File: config.mk
export PLATFORM = sky130hd
export DESIGN_NAME = ebha_arbiter
export DESIGN_NICKNAME = d
export VERILOG_FILES = /design/src/logic/ebha_pkg.sv /design/src/logic/ebha_arbiter.sv /design/src/logic/ebha_sync.sv
export SDC_FILE = /design/constraint.sdc
export NUM_CORES = 1
export LEC_CHECK = 0
export BUFFER_PORTS_ARGS = -buffer_cell sky130_fd_sc_hd__buf_2
export CAP_MARGIN = 20
export CORE_ASPECT_RATIO = 1.5
export CORE_MARGIN = 2
export CORE_UTILIZATION = 48
export DETAILED_ROUTE_END_ITERATION = 8
export PLACE_DENSITY = 0.76
export SETUP_SLACK_MARGIN = 0.4
export SLEW_MARGIN = 20
export SYNTH_ARGS = -nofsm -noshare
export SYNTH_HDL_FRONTEND = slang
export SYNTH_SLANG_ARGS = --single-unit
File: constraint.sdc
create_clock -name sys_clk -period 4.5 [get_ports sys_clk]
set_clock_uncertainty 0.1 [all_clocks]
set_input_delay 0.9 -clock sys_clk [delete_from_list [all_inputs] [get_ports sys_clk]]
set_output_delay 0.9 -clock sys_clk [all_outputs]
set_load 0.02 [all_outputs]
File: src/logic/ebha_pkg.sv
`default_nettype none
package ebha_pkg;

    localparam int ADDR_W = 26;
    localparam int CS_W = 3;
    localparam int CS_COUNT = 8;
    localparam int IDLE_W = 2;
    localparam int CTRL_W = 16;
    localparam int SYNC_STAGES = 2;
    localparam int GRANT_MIN_CLK = 2;

    typedef logic [ADDR_W-1:0] ebha_addr_t;

    // Top of the map: 4 KB peripheral I/O, 12 KB internal RAM below it
    localparam ebha_addr_t IO_BASE = 26'h3FFF000;
    localparam ebha_addr_t IRAM_BASE = 26'h3FFC000;

    // Two idle-count bits per chip-select space, all set after reset
    localparam logic [CTRL_W-1:0] IDLE_CTRL_RESET = 16'hFFFF;
    localparam logic REQ_INACTIVE = 1'b1;

    typedef enum logic [1:0] {SZ_BYTE, SZ_HALF, SZ_WORD} ebha_size_e;
    typedef enum logic [1:0] {RG_EXT, RG_IRAM, RG_IO} ebha_region_e;
    typedef enum logic [2:0] {CYC_NONE, CYC_REFRESH, CYC_DMA, CYC_OPERAND, CYC_FETCH} ebha_kind_e;

    typedef struct packed {
        logic valid;
        ebha_addr_t addr;
        ebha_size_e size;
        logic write;
        logic rmw;
        logic lock;
        logic [CS_W-1:0] cs;
    } ebha_req_s;

    typedef struct packed {
        logic valid;
        ebha_addr_t addr;
        logic spec;
        logic [CS_W-1:0] cs;
    } ebha_fetch_s;

    typedef struct packed {
        logic active;
        ebha_kind_e kind;
        ebha_addr_t addr;
        ebha_size_e size;
        logic write;
        logic [CS_W-1:0] cs;
    } ebha_cycle_s;

    typedef struct packed {
        logic [2:0] cnt;
        ebha_size_e size;
        logic [1:0] off;
    } ebha_piece_s;

    function automatic ebha_region_e regionOf(ebha_addr_t a);
        ebha_region_e r;
        r = RG_EXT;
        if (a >= IO_BASE) begin
            r = RG_IO;
        end else if (a >= IRAM_BASE) begin
            r = RG_IRAM;
        end
        return r;
    endfunction

endpackage
`default_nettype wire

File: src/logic/ebha_arbiter.sv
`timescale 1ns/1ps
`default_nettype none
module ebha_arbiter (
    // Clocking
    input wire logic sys_clk,
    input wire logic srst,
    input wire logic clkEn,
    // Hold handshake and bus pin control
    input wire logic busRequestN,
    output logic busGrantN,
    output logic busDriveEn,
    output logic prechargeAll,
    // Pin modes and power state
    input wire logic portPinACtrl,
    input wire logic portPinBCtrl,
    input wire logic haltMode,
    input wire logic stopIdleMode,
    // Bus configuration
    input wire logic bus8Bit,
    input wire logic ctrlWrite,
    input wire logic [ebha_pkg::CTRL_W-1:0] ctrlData,
    output logic [ebha_pkg::CTRL_W-1:0] busCycleCtrl,
    // Requesters
    input wire logic refreshReq,
    input wire ebha_pkg::ebha_req_s dmaReq,
    input wire ebha_pkg::ebha_req_s opReq,
    input wire ebha_pkg::ebha_fetch_s fetchReq,
    // Answers and bus cycle
    output logic refreshAck,
    output logic dmaAck,
    output logic opDone,
    output logic fetchDone,
    output logic fetchUndef,
    output logic cpuStall,
    output ebha_pkg::ebha_cycle_s cycle
);
    import ebha_pkg::*;

    typedef enum logic [2:0] {ST_FREE, ST_ADDR, ST_DATA, ST_IDLE, ST_PRECH, ST_HOLD} ebha_state_e;

    ebha_state_e state_q;
    logic reqSyncN;
    logic holdWant;
    logic holdBlocked;
    logic goHold;
    logic serveInt;
    logic startExt;
    logic opServed;
    logic opLast;
    ebha_kind_e choice;
    ebha_req_s op_q;
    logic opActive_q;
    logic opWrPhase_q;
    logic rmwGap_q;
    logic [2:0] pieceIdx_q;
    logic lastPiece_q;
    logic [IDLE_W-1:0] idleCnt_q;
    logic [IDLE_W-1:0] idleSel;
    ebha_piece_s piece;
    ebha_addr_t pieceAddr;
    ebha_region_e opRegion;
    ebha_region_e fetchRegion;

    // Breaks an operand into bus-width pieces
    function automatic ebha_piece_s pieceOf(ebha_size_e sz, logic [1:0] lo, logic b8, logic [2:0] idx);
        ebha_piece_s p;
        p = '{cnt: 3'h1, size: sz, off: 2'h0};
        if (b8) begin
            p.size = SZ_BYTE;
            p.off = idx[1:0];
            unique case (sz)
                SZ_BYTE: p.cnt = 3'h1;
                SZ_HALF: p.cnt = 3'h2;
                default: p.cnt = 3'h4;
            endcase
        end else if (sz == SZ_HALF && lo[0]) begin
            p.cnt = 3'h2;
            p.size = SZ_BYTE;
            p.off = idx[1:0];
        end else if (sz == SZ_WORD && lo[0]) begin
            p.cnt = 3'h3;
            p.size = (idx == 3'h1) ? SZ_HALF : SZ_BYTE;
            p.off = (idx == 3'h0) ? 2'h0 : ((idx == 3'h1) ? 2'h1 : 2'h3);
        end else if (sz == SZ_WORD) begin
            // Aligned words also need two cycles on a halfword bus
            p.cnt = 3'h2;
            p.size = SZ_HALF;
            p.off = {idx[0], 1'b0};
        end
        return p;
    endfunction

    ebha_sync #(
        .RESET_VAL(REQ_INACTIVE)
    ) u_reqSync (
        .sys_clk(sys_clk),
        .srst(srst),
        .clkEn(clkEn),
        .asyncIn(busRequestN),
        .syncOut(reqSyncN)
    );

    assign piece = pieceOf(op_q.size, op_q.addr[1:0], bus8Bit, pieceIdx_q);
    assign pieceAddr = op_q.addr + ebha_addr_t'(piece.off);
    assign opRegion = regionOf(pieceAddr);
    assign fetchRegion = regionOf(fetchReq.addr);
    assign idleSel = busCycleCtrl[cycle.cs*IDLE_W +: IDLE_W];
    assign opLast = (pieceIdx_q + 3'h1 == piece.cnt) && (opWrPhase_q || !op_q.rmw);

    always_comb begin
        holdWant = !reqSyncN && portPinACtrl && portPinBCtrl;
        if (stopIdleMode) begin
            holdWant = 1'b0;
        end
    end

    // Mid-sequence of a locked split or a bit read-modify-write
    assign holdBlocked = opActive_q && (op_q.lock || op_q.rmw) &&
        (pieceIdx_q != 3'h0 || opWrPhase_q);

    // Halt leaves nothing in flight, so the grant path opens at once
    assign goHold = (state_q == ST_FREE) && holdWant && (haltMode || !holdBlocked);

    always_comb begin
        choice = CYC_NONE;
        if (refreshReq) begin
            choice = CYC_REFRESH;
        end else if (dmaReq.valid) begin
            choice = CYC_DMA;
        end else if (opActive_q && !(rmwGap_q && fetchReq.valid && !fetchDone)) begin
            choice = CYC_OPERAND;
        end else if (fetchReq.valid && !fetchDone) begin
            choice = CYC_FETCH;
        end
    end

    always_comb begin
        serveInt = 1'b0;
        if (state_q == ST_FREE && !goHold) begin
            serveInt = (choice == CYC_OPERAND && opRegion != RG_EXT) ||
                (choice == CYC_FETCH && fetchRegion != RG_EXT);
        end else if (state_q == ST_HOLD) begin
            // Only internal RAM and undefined fetches run while held
            serveInt = (choice == CYC_OPERAND && opRegion == RG_IRAM) ||
                (choice == CYC_FETCH && fetchRegion != RG_EXT);
        end
    end

    assign startExt = (state_q == ST_FREE) && !goHold && !serveInt && choice != CYC_NONE;
    assign opServed = (serveInt || startExt) && choice == CYC_OPERAND;

    // Bus state, pin drive and grant
    always_ff @(posedge sys_clk) begin
        if (srst) begin
            state_q <= ST_FREE;
            busGrantN <= 1'b1;
            busDriveEn <= 1'b1;
            prechargeAll <= 1'b0;
            idleCnt_q <= '0;
        end else if (clkEn) begin
            prechargeAll <= 1'b0;
            unique case (state_q)
                ST_FREE: begin
                    if (goHold) begin
                        state_q <= ST_PRECH;
                        prechargeAll <= 1'b1;
                    end else if (startExt) begin
                        state_q <= ST_ADDR;
                    end
                end
                ST_ADDR: begin
                    state_q <= ST_DATA;
                end
                ST_DATA: begin
                    if (cycle.kind != CYC_REFRESH && idleSel != '0) begin
                        state_q <= ST_IDLE;
                        idleCnt_q <= idleSel - 1'b1;
                    end else begin
                        state_q <= ST_FREE;
                    end
                end
                ST_IDLE: begin
                    if (idleCnt_q == '0) begin
                        state_q <= ST_FREE;
                    end else begin
                        idleCnt_q <= idleCnt_q - 1'b1;
                    end
                end
                ST_PRECH: begin
                    // Sync stages plus this state keep the grant late enough
                    if (holdWant) begin
                        state_q <= ST_HOLD;
                        busDriveEn <= 1'b0;
                        busGrantN <= 1'b0;
                    end else begin
                        state_q <= ST_FREE;
                    end
                end
                ST_HOLD: begin
                    if (!holdWant) begin
                        state_q <= ST_FREE;
                        busDriveEn <= 1'b1;
                        busGrantN <= 1'b1;
                    end
                end
            endcase
        end
    end

    // External cycle presented to the memory controllers
    always_ff @(posedge sys_clk) begin
        if (srst) begin
            cycle <= '0;
            refreshAck <= 1'b0;
            dmaAck <= 1'b0;
        end else if (clkEn) begin
            refreshAck <= 1'b0;
            dmaAck <= 1'b0;
            if (startExt) begin
                cycle.active <= 1'b1;
                cycle.kind <= choice;
                unique case (choice)
                    CYC_REFRESH: begin
                        refreshAck <= 1'b1;
                        cycle.addr <= '0;
                        cycle.size <= SZ_HALF;
                        cycle.write <= 1'b0;
                        cycle.cs <= '0;
                    end
                    CYC_DMA: begin
                        dmaAck <= 1'b1;
                        cycle.addr <= dmaReq.addr;
                        cycle.size <= dmaReq.size;
                        cycle.write <= dmaReq.write;
                        cycle.cs <= dmaReq.cs;
                    end
                    CYC_OPERAND: begin
                        cycle.addr <= pieceAddr;
                        cycle.size <= piece.size;
                        cycle.write <= op_q.write || opWrPhase_q;
                        cycle.cs <= op_q.cs;
                    end
                    default: begin
                        cycle.addr <= fetchReq.addr;
                        cycle.size <= SZ_HALF;
                        cycle.write <= 1'b0;
                        cycle.cs <= fetchReq.cs;
                    end
                endcase
            end else if (state_q == ST_DATA) begin
                cycle.active <= 1'b0;
                cycle.kind <= CYC_NONE;
            end
        end
    end

    // Operand sequencing through its pieces
    always_ff @(posedge sys_clk) begin
        if (srst) begin
            op_q <= '0;
            opActive_q <= 1'b0;
            opWrPhase_q <= 1'b0;
            rmwGap_q <= 1'b0;
            pieceIdx_q <= '0;
            lastPiece_q <= 1'b0;
        end else if (clkEn) begin
            if (!opActive_q && opReq.valid && !opDone) begin
                op_q <= opReq;
                opActive_q <= 1'b1;
                opWrPhase_q <= 1'b0;
                pieceIdx_q <= '0;
            end else if (opServed) begin
                rmwGap_q <= 1'b0;
                lastPiece_q <= opLast;
                if (opLast) begin
                    // External last piece stays active to its data state; no second capture
                    opActive_q <= !serveInt;
                end else if (pieceIdx_q + 3'h1 == piece.cnt) begin
                    // Read half done; write half replays the same pieces
                    opWrPhase_q <= 1'b1;
                    rmwGap_q <= 1'b1;
                    pieceIdx_q <= '0;
                end else begin
                    pieceIdx_q <= pieceIdx_q + 3'h1;
                end
            end else if (state_q == ST_DATA && cycle.kind == CYC_OPERAND && lastPiece_q) begin
                opActive_q <= 1'b0;
            end
        end
    end

    // Completion pulses and stall view
    always_ff @(posedge sys_clk) begin
        if (srst) begin
            opDone <= 1'b0;
            fetchDone <= 1'b0;
            fetchUndef <= 1'b0;
            cpuStall <= 1'b0;
        end else if (clkEn) begin
            opDone <= 1'b0;
            fetchDone <= 1'b0;
            fetchUndef <= 1'b0;
            if (serveInt && choice == CYC_OPERAND) begin
                opDone <= opLast;
            end else if (serveInt && choice == CYC_FETCH) begin
                fetchDone <= 1'b1;
                // Fetches into I/O never reach the pins
                fetchUndef <= (fetchRegion == RG_IO);
            end else if (state_q == ST_DATA && cycle.kind == CYC_OPERAND) begin
                opDone <= lastPiece_q;
            end else if (state_q == ST_DATA && cycle.kind == CYC_FETCH) begin
                fetchDone <= 1'b1;
            end
            cpuStall <= (state_q == ST_HOLD) && !serveInt &&
                ((opActive_q && opRegion != RG_IRAM) || (fetchReq.valid && fetchRegion == RG_EXT));
        end
    end

    // Idle control: software programs it once; no write-once lock here
    always_ff @(posedge sys_clk) begin
        if (srst) begin
            busCycleCtrl <= IDLE_CTRL_RESET;
        end else if (clkEn && ctrlWrite) begin
            busCycleCtrl <= ctrlData;
        end
    end

endmodule
`default_nettype wire

File: src/logic/ebha_sync.sv
`timescale 1ns/1ps
`default_nettype none
module ebha_sync #(
    parameter logic RESET_VAL = 1'b1
) (
    // Clocking
    input wire logic sys_clk,
    input wire logic srst,
    input wire logic clkEn,
    // Level crossing
    input wire logic asyncIn,
    output logic syncOut
);
    logic meta_q;

    always_ff @(posedge sys_clk) begin
        if (srst) begin
            meta_q <= RESET_VAL;
            syncOut <= RESET_VAL;
        end else if (clkEn) begin
            meta_q <= asyncIn;
            syncOut <= meta_q;
        end
    end
endmodule
`default_nettype wire

==> out/qor.yml, run 1 <==
worst_setup_path:
  crit_path_end_kind: "register"
  cp_num_cells: 17
  cp.arrival_ns: 4.03
  cpMaxStageDelayCell: "or4_4"
  worst_ep_required_time_ns: 4.60
  start_kind: "input pin"
  cp_cell_sequence: "buf_2 -> nor2b_2 -> nor3b_1 -> a21o_1 -> buf_4 -> ha_1 -> a21o_1 -> nand3_1 -> buf_4 -> or4_4 -> a21oi_4 -> and4_4 -> mux2i_4 -> buf_6 -> buf_4 -> a21bo_2 -> a21oi_1"
  path_max_fanout: 8
  cp_top_family: "simple AND/OR/NAND/NOR gates"
  r2r_cells: 18
  crit_path_max_incr_delay_ns: 0.51
  critPathKind: "input pin to register"
  critical_path_buf_inv_count: 5
  crit_path_frequent_cell: "buf_4"
global_route:
  grt_pass1_wl_um: 28200
  grt_overflow: 0
  antenna_found_initial: 3
  gr-usage-met2_pct: 44.8
  grt_max_degree: 81
  grt_pass1_vias: 5585
  grt.busiest_layer: "met2"
  grt_util_met3_pct: 4.24
  globalRouteTotalUtil_pct: 26.7
  grtUsageMet1_pct: 33.8
clocking:
  cts-buffers-inserted: 9
  root_buffer: "clkbuf_16"
  clk_latency_ns: 0.35
  cts_hold_buf: 0
  clock_sinks: 108
  cts_tree: "done"
  clk_path_buf_depth: 2
  clk_pin_slew_worst_paths_ns: 0.07
  cts_max_level: 3
timing:
  finalSetupViolations: 0
  slew_viol_final: 0
  clock.fmax_mhz: 255
  slew_headroom_pct: 43.9
  tns_ns: 0
  rsz0062_at_grt: "no"
  hold_viol_final: 0
  period_share_pct: 87.3
  fin_crit_ns: 3.93
  worst_pin_slew_ns: 0.842
yosys:
  yosys.area_share.simple_pct: 27.3
  synth-main-ff-cell: "dfxtp_1"
  synth_cell_types: 74
  synth_commonest_cells: "nand2_1, a21oi_1, dfxtp_1, nor2_1, clkbuf_1"
  synth_top_family_by_area: "simple AND/OR/NAND/NOR gates"
  synthCells: 792
  synth_edf_count: 0
  ys_ff_latch: 108
  synthTopCellsByArea: "dfxtp_1, nand2_1, a21oi_1, nor2_1, clkbuf_1"
  synth_top_cell_area_share_pct: 35.5
  synth_compound_area_share_pct: 24.5
  synth-xor-area-share_pct: 3.45
  synth_warnings: 0
  async_flop_share_pct: 0
  synthMostInstantiatedCell: "nand2_1"
  synth-adder-area-share_pct: 1.36
  synth_top_cell_by_area: "dfxtp_1"
  synthesis.nets: 926
  synthMuxAreaShare_pct: 2.53
  syn_area_per_cell_um2: 7.69
  syn-cell-area_um2: 6090
  seq_area_frac_synth_pct: 35.5
power:
  intPower_w: 0.00166
  p_sw_share_pct: 29.8
  pwr-share-seq_pct: 45.3
  vdd_ir_drop_max_mv: 0.166
  combPwrFrac_pct: 20.3
  p_per_area_nw_per_um2: 309
  switchingPower_w: 0.000703
  power_frac_clock_pct: 34.4
  p_leak_nw: 3.05
die:
  die_w_um: 96.0
  start_util_pct: 48.9
  dieHeight_um: 142
  core_um2: 12400
  die-area_um2: 13600
  io_pins: 189
  rows: 50
detailed_routing:
  wl_um: 19000
  routedWlPerCell_um: 16.8
  vias: 6502
  detail-route-antenna-nets: 0
  drc_errors: 0
  drtPass1Iterations: 5
  drtIter0Drc: 412
  vias_per_cell: 5.76
cells_and_area:
  final_nets: 1099
  areaGrowthSynthToFinish_pct: 25.6
  fillers: 1179
  drive_gt1_share_pct: 28.8
  final_area_um2: 7650
placed_design:
  io_buffers: 185
  gp_congestion: 0.954
  dpl_cell_area_um2: 7210
  post-dp-hpwl_um: 14400
hold_path:
  min_path_type: "register to register"
  hold_depth: 2
run:
  drv_cap: 0
status:
  run_status: "finished clean"
## worst reg2reg max path, cell delays in order, from the launching register on
cell and delay [ns]:
dfxtp_2 0.32, buf_4 0.15, ha_2 0.18, o211ai_1 0.15, o21ai_1 0.09, nor3b_1 0.19, a21o_1 0.13, inv_1 0.05
fa_2 0.34, and3b_2 0.28, nand3_2 0.10, or4_4 0.54, a22oi_2 0.18, and4_4 0.28, mux2i_4 0.26, buf_6 0.14
buf_4 0.11, a21bo_2 0.11, a21oi_1 0.05
## cells by family after synthesis
family          count (synthesis)
simple gates                  341
compound gates                230
flops                         108
buf+inv                        73
xor+xnor                       24
mux                            10
fa+ha+maj                       6
## per-stage QoR
stage / hold slack, ns / setup slack (ns) / util, % / power [W] / std cells
global route: 0.370 / 0.400 / 61.4 / 0.00247 / 1128
finish: 0.350 / 0.573 / 61.4 / 0.00236 / 1128
CTS: 0.355 / 0.407 / 60.3 / 0.00237 / 1121
detailed placement: 0.346 / 0.116 / 57.9 / 0.00156 / 1105
floorplan: 0.331 / 0.430 / - / 0.00138 / 792
global placement: 0.337 / 0.158 / 57.9 / 0.00156 / 1105
## registers in the layout, indices dropped and copies added (netlist names)
name / flops
busCycleCtrl: 16
busDriveEn: 1
cpuStall: 1
cycle: 36
dmaAck: 1
fetchDone: 1
fetchUndef: 1
idleCnt_q: 2
lastPiece_q: 1
opActive_q: 1
opDone: 1
opWrPhase_q: 1
op_q: 34
pieceIdx_q: 3
prechargeAll: 1
refreshAck: 1
rmwGap_q: 1
state_q: 3
u_reqSync.meta_q: 1
u_reqSync.syncOut: 1
## worst paths after layout
kind / slack, ns / from / endpoint
worst min register to register: 0.35 / cycle[14]$_SDFFE_PP0P_ / cycle[14]$_SDFFE_PP0P_
worst max-delay path: 0.57 / bus8Bit / rmwGap_q$_SDFFE_PP0P_
worst max register to register: 0.58 / pieceIdx_q[0]$_SDFFE_PP0P_ / rmwGap_q$_SDFFE_PP0P_
worst min-delay path: 0.35 / cycle[14]$_SDFFE_PP0P_ / cycle[14]$_SDFFE_PP0P_
## final cells by class
class	count	area [µm²]	share of cell area, %
tap	156	195	2.55
sequential	108	2170	28.3
inverter	13	48.8	0.638
multi-input combinational	611	3680	48.2
clock buffer	12	246	3.22
clock inverter	4	55.1	0.720
antenna	2	5.00	0.0654
timing repair buffer	222	1250	16.3
## placed cells by master, fill, tap and decap left out, types with 12 or more instances in the layout
| cell type | netlist | layout |
|---|---|---|
| a21oi_1 | 108 | 106 |
| dfxtp_1 | 108 | 105 |
| and3_1 | 19 | 19 |
| buf_2 | 4 | 184 |
| a211o_1 | 19 | 19 |
| nand4_1 | 14 | 14 |
| nor3_1 | 13 | 13 |
| inv_1 | 12 | 12 |
| xnor2_1 | 13 | 13 |
| o21ai_0 | 23 | 22 |
| nor2_1 | 55 | 54 |
| a211oi_1 | 18 | 17 |
| or3_1 | 18 | 18 |
| buf_4 | 1 | 32 |
| nand3_1 | 18 | 17 |
| nand2_1 | 148 | 148 |
## power by group through the flow
stage / combinational [W] / clock [W] / sequential (W)
2_1_floorplan: 0.000278 / 0 / 0.00111
3_3_place_gp: 0.000470 / 0 / 0.00109
3_5_place_dp: 0.000473 / 0 / 0.00109
4_1_cts: 0.000475 / 0.000822 / 0.00107
5_1_grt: 0.000528 / 0.000863 / 0.00108
6_report: 0.000480 / 0.000814 / 0.00107
## routing by layer
layer | part of all wire, % | wire, µm
met5 | 0.10 | 19
met4 | 3.7 | 702
met3 | 6.6 | 1250
met2 | 49 | 9380
met1 | 40 | 7620
## repair_timing
item                       CTS  global route
setup buffers                0             4
setup endpoints to repair    0            46
hold endpoints to repair     0             0
gates resized for setup      0            26
(Power assumes the default switching activity.)
==> inputs of run 2 (changes only) <==
- CORE_ASPECT_RATIO: 1.5 -> 0.75
==> out/qor.yml, run 2 (synthesis results as in run 1) <==
status:
  run_status: "finished clean"
timing:
  slew_viol_final: 0  # unchanged
  worst_pin_slew_ns: 0.909  # +0.0675 ns
  period_share_pct: 88.3  # +1.1 points
  hold_viol_final: 0  # unchanged
  fin_crit_ns: 3.97  # +0.0481 ns
  worst_slack_ns: 0.525  # -0.0481 ns
  finalSetupViolations: 0  # unchanged
  clock.fmax_mhz: 252  # -1.2%
  slew_headroom_pct: 38.9  # -5.0 points
  rsz0062_at_grt: "no"
cells_and_area:
  top_register: "cycle"
  areaGrowthSynthToFinish_pct: 27.4
  layout_common_cells: "buf_2, nand2_1, dfxtp_1"
  layoutNonFillerInstCount: 1133  # +0.44%
  final_nets: 1096  # -0.27%
  largest_reg_flops: 36  # unchanged
  insertedDiodeCount: 0  # -2
  drive_gt1_share_pct: 29.5  # +0.71 points
  reg_top3: "cycle x36, op_q x34, busCycleCtrl x16"
  layout_commonest_cell: "buf_2"
power:
  vdd_ir_drop_max_mv: 0.237  # +43%
  switchingPower_w: 0.000727  # +3.4%
  combPwrFrac_pct: 21.4  # +1.1 points
  power_frac_clock_pct: 34.3  # about the same
  p_sw_share_pct: 30.1  # +0.29 points
  p_leak_nw: 3.11  # +1.8%
  finalPower_w: 0.00242  # +2.4%
  pwr-share-seq_pct: 44.3  # -1.0 points
  intPower_w: 0.00169  # +1.9%
  p_per_area_nw_per_um2: 312  # +0.93%
clocking:
  cts_tree: "done"
  cts_max_level: 3  # unchanged
  cts_hold_buf: 0  # unchanged
  root_buffer: "clkbuf_16"
  clock_sinks: 108  # unchanged
  clk_latency_ns: 0.35  # about the same
  clk_pin_slew_worst_paths_ns: 0.08  # about the same
  cts-buffers-inserted: 9  # unchanged
  clk_path_buf_depth: 2  # unchanged
worst_setup_path:
  worst_ep_required_time_ns: 4.60  # about the same
  cp-endpoint: "cycle[20]$_SDFFE_PP0P_"
  rrSetupSlack_ns: 0.53  # -0.05 ns
  r2r-start: "pieceIdx_q[0]$_SDFFE_PP0P_"
  path_max_fanout: 8  # unchanged
  r2r_cells: 19  # +1
  start_kind: "register"
  cp.arrival_ns: 4.08  # +0.05 ns
  r2r-end: "cycle[20]$_SDFFE_PP0P_"
  crit_path_end_kind: "register"
  crit_start: "pieceIdx_q[0]$_SDFFE_PP0P_"
  critPathKind: "register to register"
global_route:
  grt_pass1_wl_um: 29200  # +3.5%
  grt_max_degree: 80  # -1.2%
  grt_overflow: 0  # unchanged
  grt_pass1_vias: 5788  # +3.6%
  antenna_found_initial: 0  # -3
  globalRouteTotalUtil_pct: 26.9  # +0.11 points
detailed_routing:
  routedWlPerCell_um: 17.1  # +1.5%
  wl_um: 19300  # +1.9%
  vias: 6492  # -0.15%
  drtPass1Iterations: 5  # unchanged
  drtIter0Drc: 541  # +31%
  detail-route-antenna-nets: 0  # unchanged
  drc_errors: 0  # unchanged
  vias_per_cell: 5.73  # -0.59%
placed_design:
  gp_congestion: 0.955  # +0.10%
  post-dp-hpwl_um: 13900  # -3.2%
  io_buffers: 185  # unchanged
  pre_cts_ws_ns: -0.00243  # -0.118 ns
  place_inst: 1106  # +0.090%
die:
  rows: 35  # -30%
  dieHeight_um: 102  # -28%
  die_w_um: 134  # +40%
  core_um2: 12300  # -0.80%
  start_util_pct: 49.3  # +0.40 points
  die-area_um2: 13600  # about the same
  io_pins: 189  # unchanged
hold_path:
  min_path_type: "register to register"
run:
  drv_cap: 0  # unchanged
run 2: cell types whose count changed in the layout (fill, tap and decap cells not counted), moves of 2 or more:
cell       change
buf_4          -5
a21oi_1        -3
a21oi_2        +3
clkbuf_16      +3
buf_6          -2
diode_2        -2
nor4_2         -2
nor4_4         +2
o31ai_1        -2
run 2: metal layers:
metal | track usage (%) | wire length [µm]
met1 | 37.3 | 8590
met2 | 43.3 | 8890
met3 | 5.66 | 1560
met4 | 6.15 | 287
met5 | 0 | 0
run 2: area by class of cell:
type                            count  area (µm²)
Clock inverter                      5        67.6
Sequential cell                   108        2170
Clock buffer                       11         243
Multi-Input combinational cell    611        3740
Tap cell                          166         208
Fill cell                        1129        4590
Timing Repair Buffer              219        1280
Inverter                           13        48.8
run 2: critical path, cell delays in order (launching register included):
cell	delay [ns]
dfxtp_2	0.32
buf_4	0.15
ha_2	0.19
o211ai_1	0.15
o21ai_1	0.09
nor3b_1	0.20
a21o_1	0.12
inv_1	0.05
fa_2	0.35
and3b_2	0.28
nand3_2	0.10
or4_4	0.53
a22oi_2	0.19
nand4_1	0.19
buf_4	0.19
o211ai_4	0.17
buf_12	0.17
clkbuf_16	0.15
or3_1	0.10
a21oi_1	0.05
run 2: what timing repair did:
action | 4_1_cts | 5_1_grt
gates resized for setup | 3 | 33
buffers inserted | 1 | 6
cloned | 0 | 4
pin swaps | 1 | 11
setup endpoints to repair | 27 | 47
run 2: worst min-delay path by stage:
stage	from	end	cells past startpoint
floorplan	u_reqSync.meta_q$_SDFFE_PP1P_	u_reqSync.syncOut$_SDFFE_PP1P_	1
global placement	cycle[8]$_SDFFE_PP0P_	cycle[8]$_SDFFE_PP0P_	2
detailed placement	cycle[31]$_SDFFE_PP0P_	cycle[31]$_SDFFE_PP0P_	2
CTS	cycle[31]$_SDFFE_PP0P_	cycle[31]$_SDFFE_PP0P_	2
global route	cycle[31]$_SDFFE_PP0P_	cycle[31]$_SDFFE_PP0P_	2
finish	cycle[18]$_SDFFE_PP0P_	cycle[18]$_SDFFE_PP0P_	2
run 2: power groups by stage:
stage | clock (W) | sequential (W) | combinational [W]
final | 0.000829 | 0.00107 | 0.000518
after detailed placement | 0 | 0.00109 | 0.000463
after global routing | 0.000878 | 0.00108 | 0.000566
after CTS | 0.000833 | 0.00107 | 0.000467
after floorplan | 0 | 0.00111 | 0.000278
after global placement | 0 | 0.00109 | 0.000459
run 2: through the flow:
step           hold slack (ns)  area (µm²)  util (%)   TNS, ns
6_report                 0.354        7760      62.8         0
5_1_grt                  0.367        7760      62.8         0
4_1_cts                  0.356        7460      60.4         0
3_5_place_dp             0.345        7140      57.8  -0.00243
3_3_place_gp             0.338        7140      57.8         0
2_1_floorplan            0.331        6090         -         0
